**src/card_eeprom_defines.svh**
```systemverilog
`ifndef CARD_EEPROM_DEFINES_SVH
`define CARD_EEPROM_DEFINES_SVH

// Clock and link timing in their own units
`define CLK_FREQ_HZ      100000000
`define BAUD_RATE        9600
`define GLITCH_TIME_NS   30
`define POWERUP_TIME_US  1000
`define WRITE_TIME_US    10000

// Memory sections
`define MEM_BYTES        128
`define PRODUCER_LAST    16'h0003
`define ISSUER_FIRST     16'h0004
`define ISSUER_LAST      16'h000F
`define COUNT_LO_ADDR    7'h10
`define COUNT_HI_ADDR    7'h11
`define BACKUP_LO_ADDR   7'h12
`define BACKUP_HI_ADDR   7'h13
`define USER_FIRST       16'h0014
`define USER_LAST        16'h007F

// Reset values
`define ERASED_BYTE      8'hFF
`define LINE_IDLE        1'b1

`endif

```
**src/card_eeprom_pkg.sv**
```systemverilog
package card_eeprom_pkg;

    // Command codes in the upper four bits of the command byte
    typedef enum logic [3:0] {
        CMD_READ         = 4'h8,
        CMD_ISSUER_WRITE = 4'h4,
        CMD_VALUE_WRITE  = 4'hC,
        CMD_FREE_WRITE   = 4'h1,
        CMD_LOCK         = 4'h0,
        CMD_IDLE         = 4'hF
    } cmd_e;

    // Command sequencer states
    typedef enum logic [2:0] {
        ST_CMD   = 3'h0,
        ST_FIRST_ADDRESS_BYTE = 3'h1,
        ST_SECOND_ADDRESS_BYTE = 3'h2,
        ST_VALUE_LOW_BYTE = 3'h3,
        ST_VALUE_HIGH_BYTE = 3'h4,
        ST_WRITE = 3'h5,
        ST_SEND  = 3'h6
    } state_e;

    // Bytes gathered for one command
    typedef struct packed {
        logic [7:0] firstAddressByte;
        logic [7:0] secondAddressByte;
        logic [7:0] valueLowByte;
        logic [7:0] valueHighByte;
    } cmd_bytes_s;

endpackage

```
**src/prepaid_card_eeprom.sv**
```systemverilog
`timescale 1ns/1ps
`include "card_eeprom_defines.svh"


module prepaid_card_eeprom #(
    parameter int          BIT_CYCLES     = `CLK_FREQ_HZ / `BAUD_RATE,
    parameter int          POWERUP_CYCLES = (`CLK_FREQ_HZ / 1000000) * `POWERUP_TIME_US,
    parameter int          WRITE_CYCLES   = (`CLK_FREQ_HZ / 1000000) * `WRITE_TIME_US,
    parameter logic [31:0] PRODUCER_DATA  = 32'h0123_4567  // Arbitrary chip data
) (
    input  wire logic clk,
    input  wire logic reset_n,
    input  wire logic chipSelect,
    input  wire logic dataLineIn,
    output logic      dataLineOut,
    output logic      dataLineOe,
    output logic      writeBusy
);

    localparam int GLITCH_CYCLES =
        (`GLITCH_TIME_NS * (`CLK_FREQ_HZ / 1000000) + 999) / 1000;
    localparam int TW = $clog2(WRITE_CYCLES + 1);
    localparam int PW = $clog2(POWERUP_CYCLES + 1);

    initial if (WRITE_CYCLES < BIT_CYCLES || POWERUP_CYCLES < 1)
        $error("WRITE_CYCLES below BIT_CYCLES or POWERUP_CYCLES zero");

    logic                         csClean;
    logic                         lineClean;
    logic                         rxValid;
    logic [7:0]                   rxData;
    card_eeprom_pkg::state_e      state_reg;
    card_eeprom_pkg::state_e      state_next;
    card_eeprom_pkg::cmd_e        cmd_reg;
    card_eeprom_pkg::cmd_bytes_s  bytes_reg;
    logic [TW-1:0]                timer_reg;
    logic [PW-1:0]                powerCnt_reg;
    logic                         ready_reg;
    logic                         locked_reg;
    logic [9:0]                   txShift_reg;
    logic [3:0]                   txBits_reg;
    logic                         lineOe_reg;
    logic                         busy_reg;
    logic [7:0]                   mem [`MEM_BYTES];

    // Chip select and data line through synchroniser and filter
    line_filter #(.STABLE_CYCLES(1)) u_csFilter (
        .clk      (clk),
        .reset_n  (reset_n),
        .rawIn    (chipSelect),
        .cleanOut (csClean)
    );

    line_filter #(.STABLE_CYCLES(GLITCH_CYCLES)) u_lineFilter (
        .clk      (clk),
        .reset_n  (reset_n),
        .rawIn    (dataLineIn),
        .cleanOut (lineClean)
    );

    // Receiver is held off while deselected, writing or sending
    wire rxClear = !csClean || (state_reg == card_eeprom_pkg::ST_WRITE)
                 || (state_reg == card_eeprom_pkg::ST_SEND);

    serial_byte_rx #(.BIT_CYCLES(BIT_CYCLES)) u_rx (
        .clk       (clk),
        .reset_n   (reset_n),
        .clear     (rxClear),
        .lineIn    (lineClean),
        .byteValid (rxValid),
        .byteData  (rxData)
    );

    // Section checks on a 16-bit address
    function automatic logic in_span(input logic [15:0] a,
                                     input logic [15:0] lo,
                                     input logic [15:0] hi);
        in_span = (a >= lo) && (a <= hi);
    endfunction

    // Array read with producer bytes from the fixed pattern
    function automatic logic [7:0] read_byte(input logic [15:0] a);
        logic [7:0] b;
        b = `ERASED_BYTE;
        if (a <= `PRODUCER_LAST)
            b = PRODUCER_DATA[8*a[1:0] +: 8];
        else if (a <= `USER_LAST)
            b = mem[a[6:0]];
        read_byte = b;
    endfunction

    // Command and address decode
    wire [3:0]  cmdField   = rxData[7:4];
    wire [15:0] fullAddr   = {bytes_reg.firstAddressByte, bytes_reg.secondAddressByte};
    wire [6:0]  memIdx     = bytes_reg.secondAddressByte[6:0];
    wire        issuerOk   = in_span(fullAddr, `ISSUER_FIRST, `ISSUER_LAST)
                           && !locked_reg;
    wire        freeOk     = in_span(fullAddr, `USER_FIRST, `USER_LAST);
    wire        writeOk    = (cmd_reg == card_eeprom_pkg::CMD_ISSUER_WRITE)
                           ? issuerOk : freeOk;
    wire [15:0] storedVal  = {mem[`COUNT_HI_ADDR], mem[`COUNT_LO_ADDR]};
    wire [15:0] newVal     = {rxData, bytes_reg.valueLowByte};
    wire        valueOk    = newVal < storedVal;
    wire        enterWrite = (state_next == card_eeprom_pkg::ST_WRITE)
                           && (state_reg != card_eeprom_pkg::ST_WRITE);
    wire        enterSend  = (state_next == card_eeprom_pkg::ST_SEND)
                           && (state_reg != card_eeprom_pkg::ST_SEND);
    wire        timerDone  = (timer_reg == '0);
    wire        commit     = (state_reg == card_eeprom_pkg::ST_WRITE) && timerDone;
    wire        sendDone   = (state_reg == card_eeprom_pkg::ST_SEND) && timerDone
                           && (txBits_reg == 4'h0);
    wire        cmdTaken   = rxValid && ready_reg;

    // Next state of the command sequencer
    always_comb
    begin
        state_next = state_reg;
        case (state_reg)
            card_eeprom_pkg::ST_CMD:
                if (cmdTaken)
                begin
                    case (cmdField)
                        card_eeprom_pkg::CMD_READ,
                        card_eeprom_pkg::CMD_ISSUER_WRITE,
                        card_eeprom_pkg::CMD_FREE_WRITE:
                            state_next = card_eeprom_pkg::ST_FIRST_ADDRESS_BYTE;
                        card_eeprom_pkg::CMD_VALUE_WRITE:
                            state_next = card_eeprom_pkg::ST_VALUE_LOW_BYTE;
                        card_eeprom_pkg::CMD_LOCK:
                            state_next = locked_reg ? card_eeprom_pkg::ST_CMD
                                                    : card_eeprom_pkg::ST_WRITE;
                        default:
                            state_next = card_eeprom_pkg::ST_CMD;
                    endcase
                end
            card_eeprom_pkg::ST_FIRST_ADDRESS_BYTE:
                if (rxValid)
                    state_next = card_eeprom_pkg::ST_SECOND_ADDRESS_BYTE;
            card_eeprom_pkg::ST_SECOND_ADDRESS_BYTE:
                if (rxValid)
                    state_next = (cmd_reg == card_eeprom_pkg::CMD_READ)
                               ? card_eeprom_pkg::ST_SEND
                               : card_eeprom_pkg::ST_VALUE_LOW_BYTE;
            card_eeprom_pkg::ST_VALUE_LOW_BYTE:
                if (rxValid)
                begin
                    if (cmd_reg == card_eeprom_pkg::CMD_VALUE_WRITE)
                        state_next = card_eeprom_pkg::ST_VALUE_HIGH_BYTE;
                    else
                        state_next = writeOk ? card_eeprom_pkg::ST_WRITE
                                             : card_eeprom_pkg::ST_CMD;
                end
            card_eeprom_pkg::ST_VALUE_HIGH_BYTE:
                if (rxValid)
                    state_next = valueOk ? card_eeprom_pkg::ST_WRITE
                                         : card_eeprom_pkg::ST_CMD;
            card_eeprom_pkg::ST_WRITE:
                if (timerDone)
                    state_next = card_eeprom_pkg::ST_CMD;
            card_eeprom_pkg::ST_SEND:
                if (sendDone)
                    state_next = card_eeprom_pkg::ST_CMD;
            default:
                state_next = card_eeprom_pkg::ST_CMD;
        endcase
    end

    // State, command and gathered bytes; deselect resets only the state to ST_CMD
    always_ff @(posedge clk or negedge reset_n)
    begin
        if (!reset_n)
        begin
            state_reg <= card_eeprom_pkg::ST_CMD;
            cmd_reg   <= card_eeprom_pkg::CMD_IDLE;
            bytes_reg <= '0;
        end
        else if (!csClean)
            state_reg <= card_eeprom_pkg::ST_CMD;
        else
        begin
            state_reg <= state_next;
            if (cmdTaken && state_reg == card_eeprom_pkg::ST_CMD)
                cmd_reg <= card_eeprom_pkg::cmd_e'(cmdField);
            if (rxValid && state_reg == card_eeprom_pkg::ST_FIRST_ADDRESS_BYTE)
                bytes_reg.firstAddressByte <= rxData;
            if (rxValid && state_reg == card_eeprom_pkg::ST_SECOND_ADDRESS_BYTE)
                bytes_reg.secondAddressByte <= rxData;
            if (rxValid && state_reg == card_eeprom_pkg::ST_VALUE_LOW_BYTE)
                bytes_reg.valueLowByte <= rxData;
            if (rxValid && state_reg == card_eeprom_pkg::ST_VALUE_HIGH_BYTE)
                bytes_reg.valueHighByte <= rxData;
        end
    end

    // Power-up hold-off counter
    always_ff @(posedge clk or negedge reset_n)
    begin
        if (!reset_n)
        begin
            powerCnt_reg <= '0;
            ready_reg    <= 1'b0;
        end
        else if (!ready_reg)
        begin
            powerCnt_reg <= powerCnt_reg + PW'(1);
            ready_reg    <= (powerCnt_reg == PW'(POWERUP_CYCLES - 1));
        end
    end

    // Shared timer: write duration and transmit bit time
    always_ff @(posedge clk or negedge reset_n)
    begin
        if (!reset_n)
            timer_reg <= '0;
        else if (!csClean)
            timer_reg <= '0;
        else if (enterWrite)
            timer_reg <= TW'(WRITE_CYCLES - 1);
        else if (enterSend || (state_reg == card_eeprom_pkg::ST_SEND
                               && timerDone && txBits_reg != 4'h0))
            timer_reg <= TW'(BIT_CYCLES - 1);
        else if (!timerDone)
            timer_reg <= timer_reg - TW'(1);
    end

    // Transmitter: start bit, data LSB first, stop bit
    always_ff @(posedge clk or negedge reset_n)
    begin
        if (!reset_n)
        begin
            txShift_reg <= 10'h3FF;
            txBits_reg  <= 4'h0;
            lineOe_reg  <= 1'b0;
        end
        else if (!csClean || sendDone)
        begin
            txShift_reg <= 10'h3FF;
            txBits_reg  <= 4'h0;
            lineOe_reg  <= 1'b0;
        end
        else if (enterSend)
        begin
            txShift_reg <= {`LINE_IDLE, read_byte({bytes_reg.firstAddressByte, rxData}),
                            1'b0};
            txBits_reg  <= 4'h9;
            lineOe_reg  <= 1'b1;
        end
        else if (state_reg == card_eeprom_pkg::ST_SEND && timerDone)
        begin
            txShift_reg <= {`LINE_IDLE, txShift_reg[9:1]};
            txBits_reg  <= txBits_reg - 4'h1;
        end
    end

    // Busy flag and lock bit
    always_ff @(posedge clk or negedge reset_n)
    begin
        if (!reset_n)
        begin
            busy_reg   <= 1'b0;
            locked_reg <= 1'b0;
        end
        else
        begin
            busy_reg <= csClean && (state_next == card_eeprom_pkg::ST_WRITE);
            if (commit && csClean && cmd_reg == card_eeprom_pkg::CMD_LOCK)
                locked_reg <= 1'b1;
        end
    end

    // Array starts erased; commit at end of the self-timed write
    always_ff @(posedge clk or negedge reset_n)
    begin
        if (!reset_n)
        begin
            for (int i = 0; i < `MEM_BYTES; i++)
                mem[i] <= `ERASED_BYTE;
        end
        else if (commit && csClean)
        begin
            case (cmd_reg)
                card_eeprom_pkg::CMD_ISSUER_WRITE,
                card_eeprom_pkg::CMD_FREE_WRITE:
                    mem[memIdx] <= bytes_reg.valueLowByte;
                card_eeprom_pkg::CMD_VALUE_WRITE:
                begin
                    mem[`COUNT_LO_ADDR]  <= bytes_reg.valueLowByte;
                    mem[`BACKUP_LO_ADDR] <= bytes_reg.valueLowByte;
                    mem[`COUNT_HI_ADDR]  <= bytes_reg.valueHighByte;
                    mem[`BACKUP_HI_ADDR] <= bytes_reg.valueHighByte;
                end
                default:
                    ;
            endcase
        end
    end

    assign dataLineOut = txShift_reg[0];
    assign dataLineOe  = lineOe_reg;
    assign writeBusy   = busy_reg;

endmodule // prepaid_card_eeprom

```
**src/line_filter.sv**
```systemverilog
`timescale 1ns/1ps

module line_filter #(
    parameter int STABLE_CYCLES = 3
) (
    input  wire logic clk,
    input  wire logic reset_n,
    input  wire logic rawIn,
    output logic      cleanOut
);

    initial if (STABLE_CYCLES < 1) $error("STABLE_CYCLES must be at least 1");

    localparam int CW = $clog2(STABLE_CYCLES + 1);

    logic          sync1_reg;
    logic          sync2_reg;
    logic [CW-1:0] stable_reg;
    logic          clean_reg;

    // Two-stage synchroniser, first stage feeds only the second
    always_ff @(posedge clk or negedge reset_n)
    begin
        if (!reset_n)
        begin
            sync1_reg <= 1'b1;
            sync2_reg <= 1'b1;
        end
        else
        begin
            sync1_reg <= rawIn;
            sync2_reg <= sync1_reg;
        end
    end

    // Level must hold for STABLE_CYCLES before it is passed on
    always_ff @(posedge clk or negedge reset_n)
    begin
        if (!reset_n)
        begin
            stable_reg <= '0;
            clean_reg  <= 1'b1;
        end
        else if (sync2_reg == clean_reg)
            stable_reg <= '0;
        else if (stable_reg == CW'(STABLE_CYCLES - 1))
        begin
            stable_reg <= '0;
            clean_reg  <= sync2_reg;
        end
        else
            stable_reg <= stable_reg + CW'(1);
    end

    assign cleanOut = clean_reg;

endmodule // line_filter

```
**src/serial_byte_rx.sv**
```systemverilog
`timescale 1ns/1ps

module serial_byte_rx #(
    parameter int BIT_CYCLES = 10416
) (
    input  wire logic       clk,
    input  wire logic       reset_n,
    input  wire logic       clear,
    input  wire logic       lineIn,
    output logic            byteValid,
    output logic [7:0]      byteData
);

    initial if (BIT_CYCLES < 4) $error("BIT_CYCLES must be at least 4");

    localparam int CW = $clog2(BIT_CYCLES);

    logic          active_reg;
    logic [CW-1:0] tick_reg;
    logic [3:0]    bitIdx_reg;
    logic [7:0]    shift_reg;
    logic          valid_reg;

    wire tickDone = (tick_reg == '0);

    // Start bit checked at mid-bit, then 8 data bits LSB first, then stop bit
    always_ff @(posedge clk or negedge reset_n)
    begin
        if (!reset_n)
        begin
            active_reg <= 1'b0;
            tick_reg   <= '0;
            bitIdx_reg <= 4'h0;
            shift_reg  <= 8'h00;
            valid_reg  <= 1'b0;
        end
        else if (clear)
        begin
            active_reg <= 1'b0;
            valid_reg  <= 1'b0;
        end
        else
        begin
            valid_reg <= 1'b0;
            if (!active_reg)
            begin
                if (!lineIn)
                begin
                    active_reg <= 1'b1;
                    tick_reg   <= CW'(BIT_CYCLES / 2);
                    bitIdx_reg <= 4'h0;
                end
            end
            else if (!tickDone)
                tick_reg <= tick_reg - CW'(1);
            else if (bitIdx_reg == 4'h0)
            begin
                active_reg <= !lineIn;                // Glitch start dropped
                tick_reg   <= CW'(BIT_CYCLES - 1);
                bitIdx_reg <= 4'h1;
            end
            else if (bitIdx_reg != 4'h9)
            begin
                shift_reg  <= {lineIn, shift_reg[7:1]};
                tick_reg   <= CW'(BIT_CYCLES - 1);
                bitIdx_reg <= bitIdx_reg + 4'h1;
            end
            else
            begin
                active_reg <= 1'b0;
                valid_reg  <= lineIn;
            end
        end
    end

    assign byteValid = valid_reg;
    assign byteData  = shift_reg;

endmodule // serial_byte_rx

```
**config.mk**
```make
export PLATFORM = sky130hd
export DESIGN_NAME = prepaid_card_eeprom
export DESIGN_NICKNAME = d
export VERILOG_FILES = /design/src/card_eeprom_pkg.sv /design/src/prepaid_card_eeprom.sv /design/src/line_filter.sv /design/src/serial_byte_rx.sv
export VERILOG_INCLUDE_DIRS = /design/src /design/src/src
export SDC_FILE = /design/constraint.sdc
export NUM_CORES = 2
export LEC_CHECK = 0
export BUFFER_PORTS_ARGS = -buffer_cell sky130_fd_sc_hd__buf_2
export CAP_MARGIN = 20
export CORE_ASPECT_RATIO = 1.4
export CORE_MARGIN = 1.5
export CORE_UTILIZATION = 46
export DETAILED_ROUTE_END_ITERATION = 16
export HOLD_SLACK_MARGIN = 0.15
export SYNTH_ARGS = -nofsm -noshare
export SYNTH_HDL_FRONTEND = slang
export SYNTH_SLANG_ARGS = --single-unit
```
**constraint.sdc**
```tcl
create_clock -name clk -period 3.1 [get_ports clk]
set_input_delay 0.775 -clock clk [delete_from_list [all_inputs] [get_ports clk]]
set_output_delay 0.775 -clock clk [all_outputs]
set_load 0.05 [all_outputs]
```
== Word level (Yosys, flattened, before mapping) ==
Cells that the tools add are included.

* Flip-flop bits (word level): 1,155

* $add $sub $neg: 7
* Order comparisons: 10
* Equal/unequal tests: 28
* Shifts and indexed selects: 1
* Muxes and demuxes: 63
* Bitwise operators: 7
* Reduce and logical (&&, ||, !) cells: 51

{| class="wikitable"
|+ Operator list
! cell !! count
|-
| 1024-bit bitwise mux || 1
|-
| 20-bit 2-to-1 mux || 4
|-
| 14-bit 2-to-1 mux || 5
|-
| 32-bit case mux with 2 select lines || 1
|-
| 8-bit binary-select mux with 7-bit select || 1
|-
| 8-bit demux with 7-bit select || 1
|-
| 8-bit 2-to-1 mux || 5
|-
| 3-bit 2-to-1 mux || 13
|-
| 16-bit by 7-bit <= comparator with 1-bit output (second input constant) || 2
|-
| 4-bit 2-to-1 mux || 8
|-
| 32-bit by 6-bit variable part select with 8-bit output (first input constant) || 1
|-
| 10-bit 2-to-1 mux || 3
|-
| 3-bit case mux with 7 select lines || 1
|-
| 20-bit logical NOT || 1
|-
| 20-bit by 1-bit subtractor with 20-bit output (second input constant) || 1
|-
| 1-bit logical AND || 19
|-
| 2-bit AND reduction || 9
|-
| 17-bit by 1-bit adder with 17-bit output (second input constant) || 1
|-
| 17-bit == test (second input constant) || 1
|-
| 1-bit 2-to-1 mux || 17
|-
| 4-bit == test (second input constant) || 4
|-
| 16-bit by 3-bit >= comparator with 1-bit output (second input constant) || 1
|-
| 16-bit by 5-bit >= comparator with 1-bit output (second input constant) || 1
|-
| 8-bit >= comparator (second input constant) || 2
|-
| 37 further kinds || 64
|}

== Logic depth before layout (Yosys ltp) ==
* Depth after elaboration: 14
* Depth in mapped cells: 13

== By module ==
A second synthesis with hierarchy kept.

* Cell total of the unflattened synthesis: 3,748
* Area, all modules: 54,925.2 um^2

{| class="wikitable"
|+ Modules (own cells, without submodules)
! module !! times used !! cells each !! area an instance (um^2) !! seq. area each (um^2)
|-
| prepaid_card_eeprom || 1 || 3,559 || 52,899.5 || 29,249.3
|-
| serial_byte_rx || 1 || 175 || 1,764.2 || 700.7
|-
| line_filter at u_lineFilter || 1 || 10 || 178.9 || 128.9
|-
| line_filter at u_csFilter || 1 || 4 || 82.6 || 78.8
|}

== Worst setup path after synthesis ==
Ideal clock, no wire load.

* Path kind: register to register
* Start: reg u_rx.shift_reg[0], in the netlist u_rx.byteData[0]
* End: reg txShift_reg[8]
* Arrival: 2.663 ns
* Setup slack: 0.346 ns
* Stages on the path, launching flop included: 11
* Path buffers: 5
* Cell sequence: dfrtp_1 > buf_4 > buf_4 > buf_4 > buf_2 > buf_2 > mux4_2 > a22oi_1 > a21oi_1 > a2111oi_0 > nor3_1

* Cells in the longest elaborated chain, start to end: 8

{| class="wikitable"
|+ Ends and longest elaborated chain
! element !! RTL line !! RTL
|-
| start: declaration || serial_byte_rx.sv:21 || <nowiki>logic [7:0] shift_reg;</nowiki>
|-
| start signal: assignment || serial_byte_rx.sv:64 || <nowiki>shift_reg <= {lineIn, shift_reg[7:1]};</nowiki>
|-
| 16-bit < comparator / 7-bit NOT with 8-bit output (equally long branches) || prepaid_card_eeprom.sv:103, prepaid_card_eeprom.sv:88 ||
|-
| 3-bit 2-to-1 mux / 8-bit binary-select mux with 7-bit select (equally long branches) || prepaid_card_eeprom.sv:155, prepaid_card_eeprom.sv:88 ||
|-
| 3-bit 2-to-1 mux / 8-bit 2-to-1 mux (equally long branches) || prepaid_card_eeprom.sv:154, prepaid_card_eeprom.sv:88 ||
|-
| 3-bit case mux with 7 select lines / 8-bit 2-to-1 mux (equally long branches) || prepaid_card_eeprom.sv:118, prepaid_card_eeprom.sv:88 ||
|-
| 3-bit == test / 8-bit 2-to-1 mux (equally long branches) || prepaid_card_eeprom.sv:106, prepaid_card_eeprom.sv:87 ||
|-
| 1-bit logical AND / 8-bit 2-to-1 mux (equally long branches) || prepaid_card_eeprom.sv:107, prepaid_card_eeprom.sv:85 ||
|-
| 10-bit 2-to-1 mux || prepaid_card_eeprom.sv:241 || <nowiki>else if (enterSend)</nowiki>
|-
| 10-bit 2-to-1 mux || prepaid_card_eeprom.sv:235 || <nowiki>else if (!csClean || sendDone)</nowiki>
|-
| end signal: assignment || prepaid_card_eeprom.sv:243 || <nowiki>txShift_reg <= {`LINE_IDLE, read_byte({bytes_reg.firstAddressByte, rxData}),</nowiki>
|-
| end signal: assignment || prepaid_card_eeprom.sv:250 || <nowiki>txShift_reg <= {`LINE_IDLE, txShift_reg[9:1]};</nowiki>
|-
| end: declaration || prepaid_card_eeprom.sv:40 || <nowiki>logic [9:0] txShift_reg;</nowiki>
|}

Parallel ways exist; a longest one is shown, timed or not. The select of a mux whose other input is x is not followed.
A chain may end at the register's enable or synchronous reset.

== Worst setup path after layout ==
* Start: reg u_rx.shift_reg[0], in the netlist u_rx.byteData[0]
* End: reg txShift_reg[2]

The elaborated chain is that of the path after synthesis.

==> results.py <==
metrics = {
    "grt": {
        "grt_max_degree": 119,
        "grt_pass1_vias": 34870,
        "grt_pass1_wl_mm": 230.0,
        "grt_usage": 0.2432,
        "grt_overflow_total": 0,
        "antenna_found_initial": 2,
    },
    "drt": {
        "drt_pre_antenna_iters": 5,
        "postRouteAntennaNets": 0,
        "wl_per_cell_um": 27.01,
        "viasPerCell": 5.948,
        "remaining_drc_errors": 0,
        "drt_iter0_drc": 1986,
        "drt_wl_total_mm": 149.6,
        "vias": 32930,
    },
    "cells_and_area": {
        "regArea_mm2": 0.03021,
        "finalNonFillerCells": 5537,
        "antenna_cells": 0,
        "largest_register_ffs": 1024,
        "utilization": 0.5283,
        "postLayoutCellArea_mm2": 0.06408,
        "fillCellCount": 10090,
        "layout.cells.most_common_list": "dfstp_2 (1043), mux2_2 (1022), mux4_2 (264)",
        "nets": 3859,
        "multiInputGateArea_mm2": 0.02507,
        "area_growth_pct": 13.58,
        "drive_above_1_share": 0.7601,
        "layout_commonest_cell": "dfstp_2",
    },
    "die": {
        "dieArea_mm2": 0.1248,
        "initial_utilization": 0.4651,
        "rows": 151,
        "die_w_um": 299.0,
        "die_height_um": 417.4,
        "core-area_mm2": 0.1213,
        "ios": 7,
    },
    "clock_network": {
        "numClockSinks": 1153,
        "cts-buffers-inserted": 115,
        "clk_pin_slew_ps": 60,
        "clockBufferDepth": 3,
        "clk_latency_ps": 750,
        "cts_tree": "yes",
        "cts_root_buf": "clkbuf_16",
        "h-tree-depth": 3,
    },
    "sta": {
        "setup_violations": 0,
        "slew_headroom": 0.2492,
        "hold_viol_final": 0,
        "finClkSkew_ps": 28.21,
        "worst_pin_slew_ps": 1126,
        "fin_crit_sh": 0.9838,
        "period_needed_ps": 3050,
        "worst_slack_ps": 50.17,
        "setup_tns_ps": 0,
        "fmax_ghz": 0.3279,
        "final_max_slew_viol_count": 0,
        "rsz0062_at_grt": "yes",
    },
    "critical_path": {
        "r2r_slack_ps": 50,
        "path_cells": "buf_12, buf_12, mux4_2, mux4_2, a221oi_2, buf_4, nand4_1, and3_1",
        "cp_top_family": "multiplexers",
        "crit_type": "reg2reg",
        "crit_path_top_delay_cell": "mux4_2",
        "start_kind": "flip-flop",
        "worstPathMaxFanout": 16,
        "worst-path-buf-inv": 3,
        "required_ps": 3770,
        "end_kind": "flip-flop",
        "critPathMaxStageDelay_ps": 560,
        "crit_arrival_ps": 3720,
    },
    "power_and_ir_drop": {
        "internal_power_w": 0.02413,
        "p_switching_w": 0.007279,
        "seqPwrFrac": 0.494,
        "powerDensity_mw_per_mm2": 490.3,
        "swShare": 0.2317,
        "vdd_drop_max_mv": 0.5638,
        "clockPowerShare": 0.460,
        "leakagePower_nw": 26.44,
        "comb_power_share": 0.046,
    },
    "place": {
        "dp.cells": 5307,
        "pre_cts_slack_ps": 10.49,
        "io_buffers": 6,
        "gp_congestion": 0.8723,
        "place_area_mm2": 0.05995,
        "post-dp-hpwl_mm": 98.14,
    },
    "synth": {
        "yosysWarningCount": 0,
        "netlist_area_mm2": 0.05642,
        "ys_seq_area_frac": 0.5346,
        "synth_edf_count": 0,
        "synth-seq-cells": 1153,
        "synth_async_sr_flop_share": 1.000,
        "syn_nets": 3736,
        "synth_cell_types": 77,
        "synth_top_flop_cell": "dfstp_2",
        "syn_inst": 3708,
        "avgSynthCellArea_um2": 15.21,
    },
    "worst_hold_path": {
        "min_path_type": "reg2reg",
    },
    "run_status": {
        "outcome": "finished, final reports clean",
    },
    "run": {
        "cap_violations": 0,
    },
}
-- worst paths after layout --
kind,start,end,cells after the start
worst max register to register,u_rx.byteData[0],txShift_reg[2],8
worst min register to register,u_csFilter.sync2_reg,u_csFilter.cleanOut,0
max in group asynchronous,reset_n,mem[292],4
min in group asynchronous,reset_n,u_rx.byteData[4],2
worst max-delay path,u_rx.byteData[0],txShift_reg[2],8
worst min-delay path,u_csFilter.sync2_reg,u_csFilter.cleanOut,0
-- stage by stage --
stage               hold slack, ps  power (W)
finish                       356.0    0.03141
global route                 366.8    0.03257
CTS                          357.8    0.03178
detailed placement           349.8    0.01718
global placement             351.7    0.01717
floorplan                    345.2    0.01650
-- layout make-up --
| type | count | share of cell area |
|---|---|---|
| flip-flops and latches | 1153 | 0.4714 |
| multi-input cells | 2240 | 0.3912 |
| clock buffers | 166 | 0.05362 |
| repair buffers | 283 | 0.04257 |
| well taps | 1606 | 0.03136 |
| clock inverters | 51 | 0.007616 |
| inverters | 38 | 0.002246 |
-- cell families (layout without fill, tap and decap cells) --
logic type	after synthesis	after routing	share of synthesized area
DFF	1153	1153	0.5346
muxes	1367	1367	0.3243
AOI/OAI and AO/OA	277	277	0.03267
xor gates and xnor gates	39	39	0.006054
and+or+nand+nor	533	533	0.07261
adders and majority gates	24	24	0.005323
buffers and inverters	315	538	0.02446
-- Yosys cell counts, drive strengths merged, types with 13 or more instances --
master	count	share of area
nor2	88	0.0059
nand3	42	0.0037
nand4	138	0.037
a21oi	48	0.0043
buf	87	0.0093
nor4	15	0.0018
dfrtp	110	0.049
dfstp	1043	0.49
ha	24	0.0053
o211ai	19	0.0025
a22oi	51	0.0068
mux2	1048	0.21
inv	38	0.0025
xnor2	22	0.0034
and3	15	0.0017
o21ai	59	0.0052
xor2	17	0.0026
and2	13	0.0014
nor3	42	0.0043
a31oi	14	0.0016
mux4	264	0.11
nand2	93	0.0062
clkbuf	190	0.013
nand2b	19	0.0021
mux2i	55	0.0098
-- power by group through the flow --
stage / Combinational [W] / Clock (W) / Sequential (W)
2_1_floorplan: 0.000822 / 0 / 0.0157
3_3_place_gp: 0.00143 / 0 / 0.0157
3_5_place_dp: 0.00144 / 0 / 0.0157
4_1_cts: 0.00145 / 0.0148 / 0.0155
5_1_grt: 0.00166 / 0.0154 / 0.0155
6_report: 0.00144 / 0.0145 / 0.0155
-- routing by layer --
layer	vias up	track usage	wire [um]
met5	-	0	0
met4	0	0.07601	4082
met3	205	0.02581	4685
met2	569	0.4191	76290
met1	17900	0.3222	64520
li1	14260	-	-
-- what timing repair did --
| action | CTS | global route |
|---|---|---|
| gates resized for setup | 1 | 13 |
| setup buffers | 0 | 10 |
| setup endpoints to repair | 1 | 482 |
| hold buffers | 3 | 0 |
| endpoints found under the hold margin | 12 | 0 |
| pin swaps | 0 | 2 |
| cloned | 0 | 0 |
No activity file was read; power rests on OpenSTA's default activity.
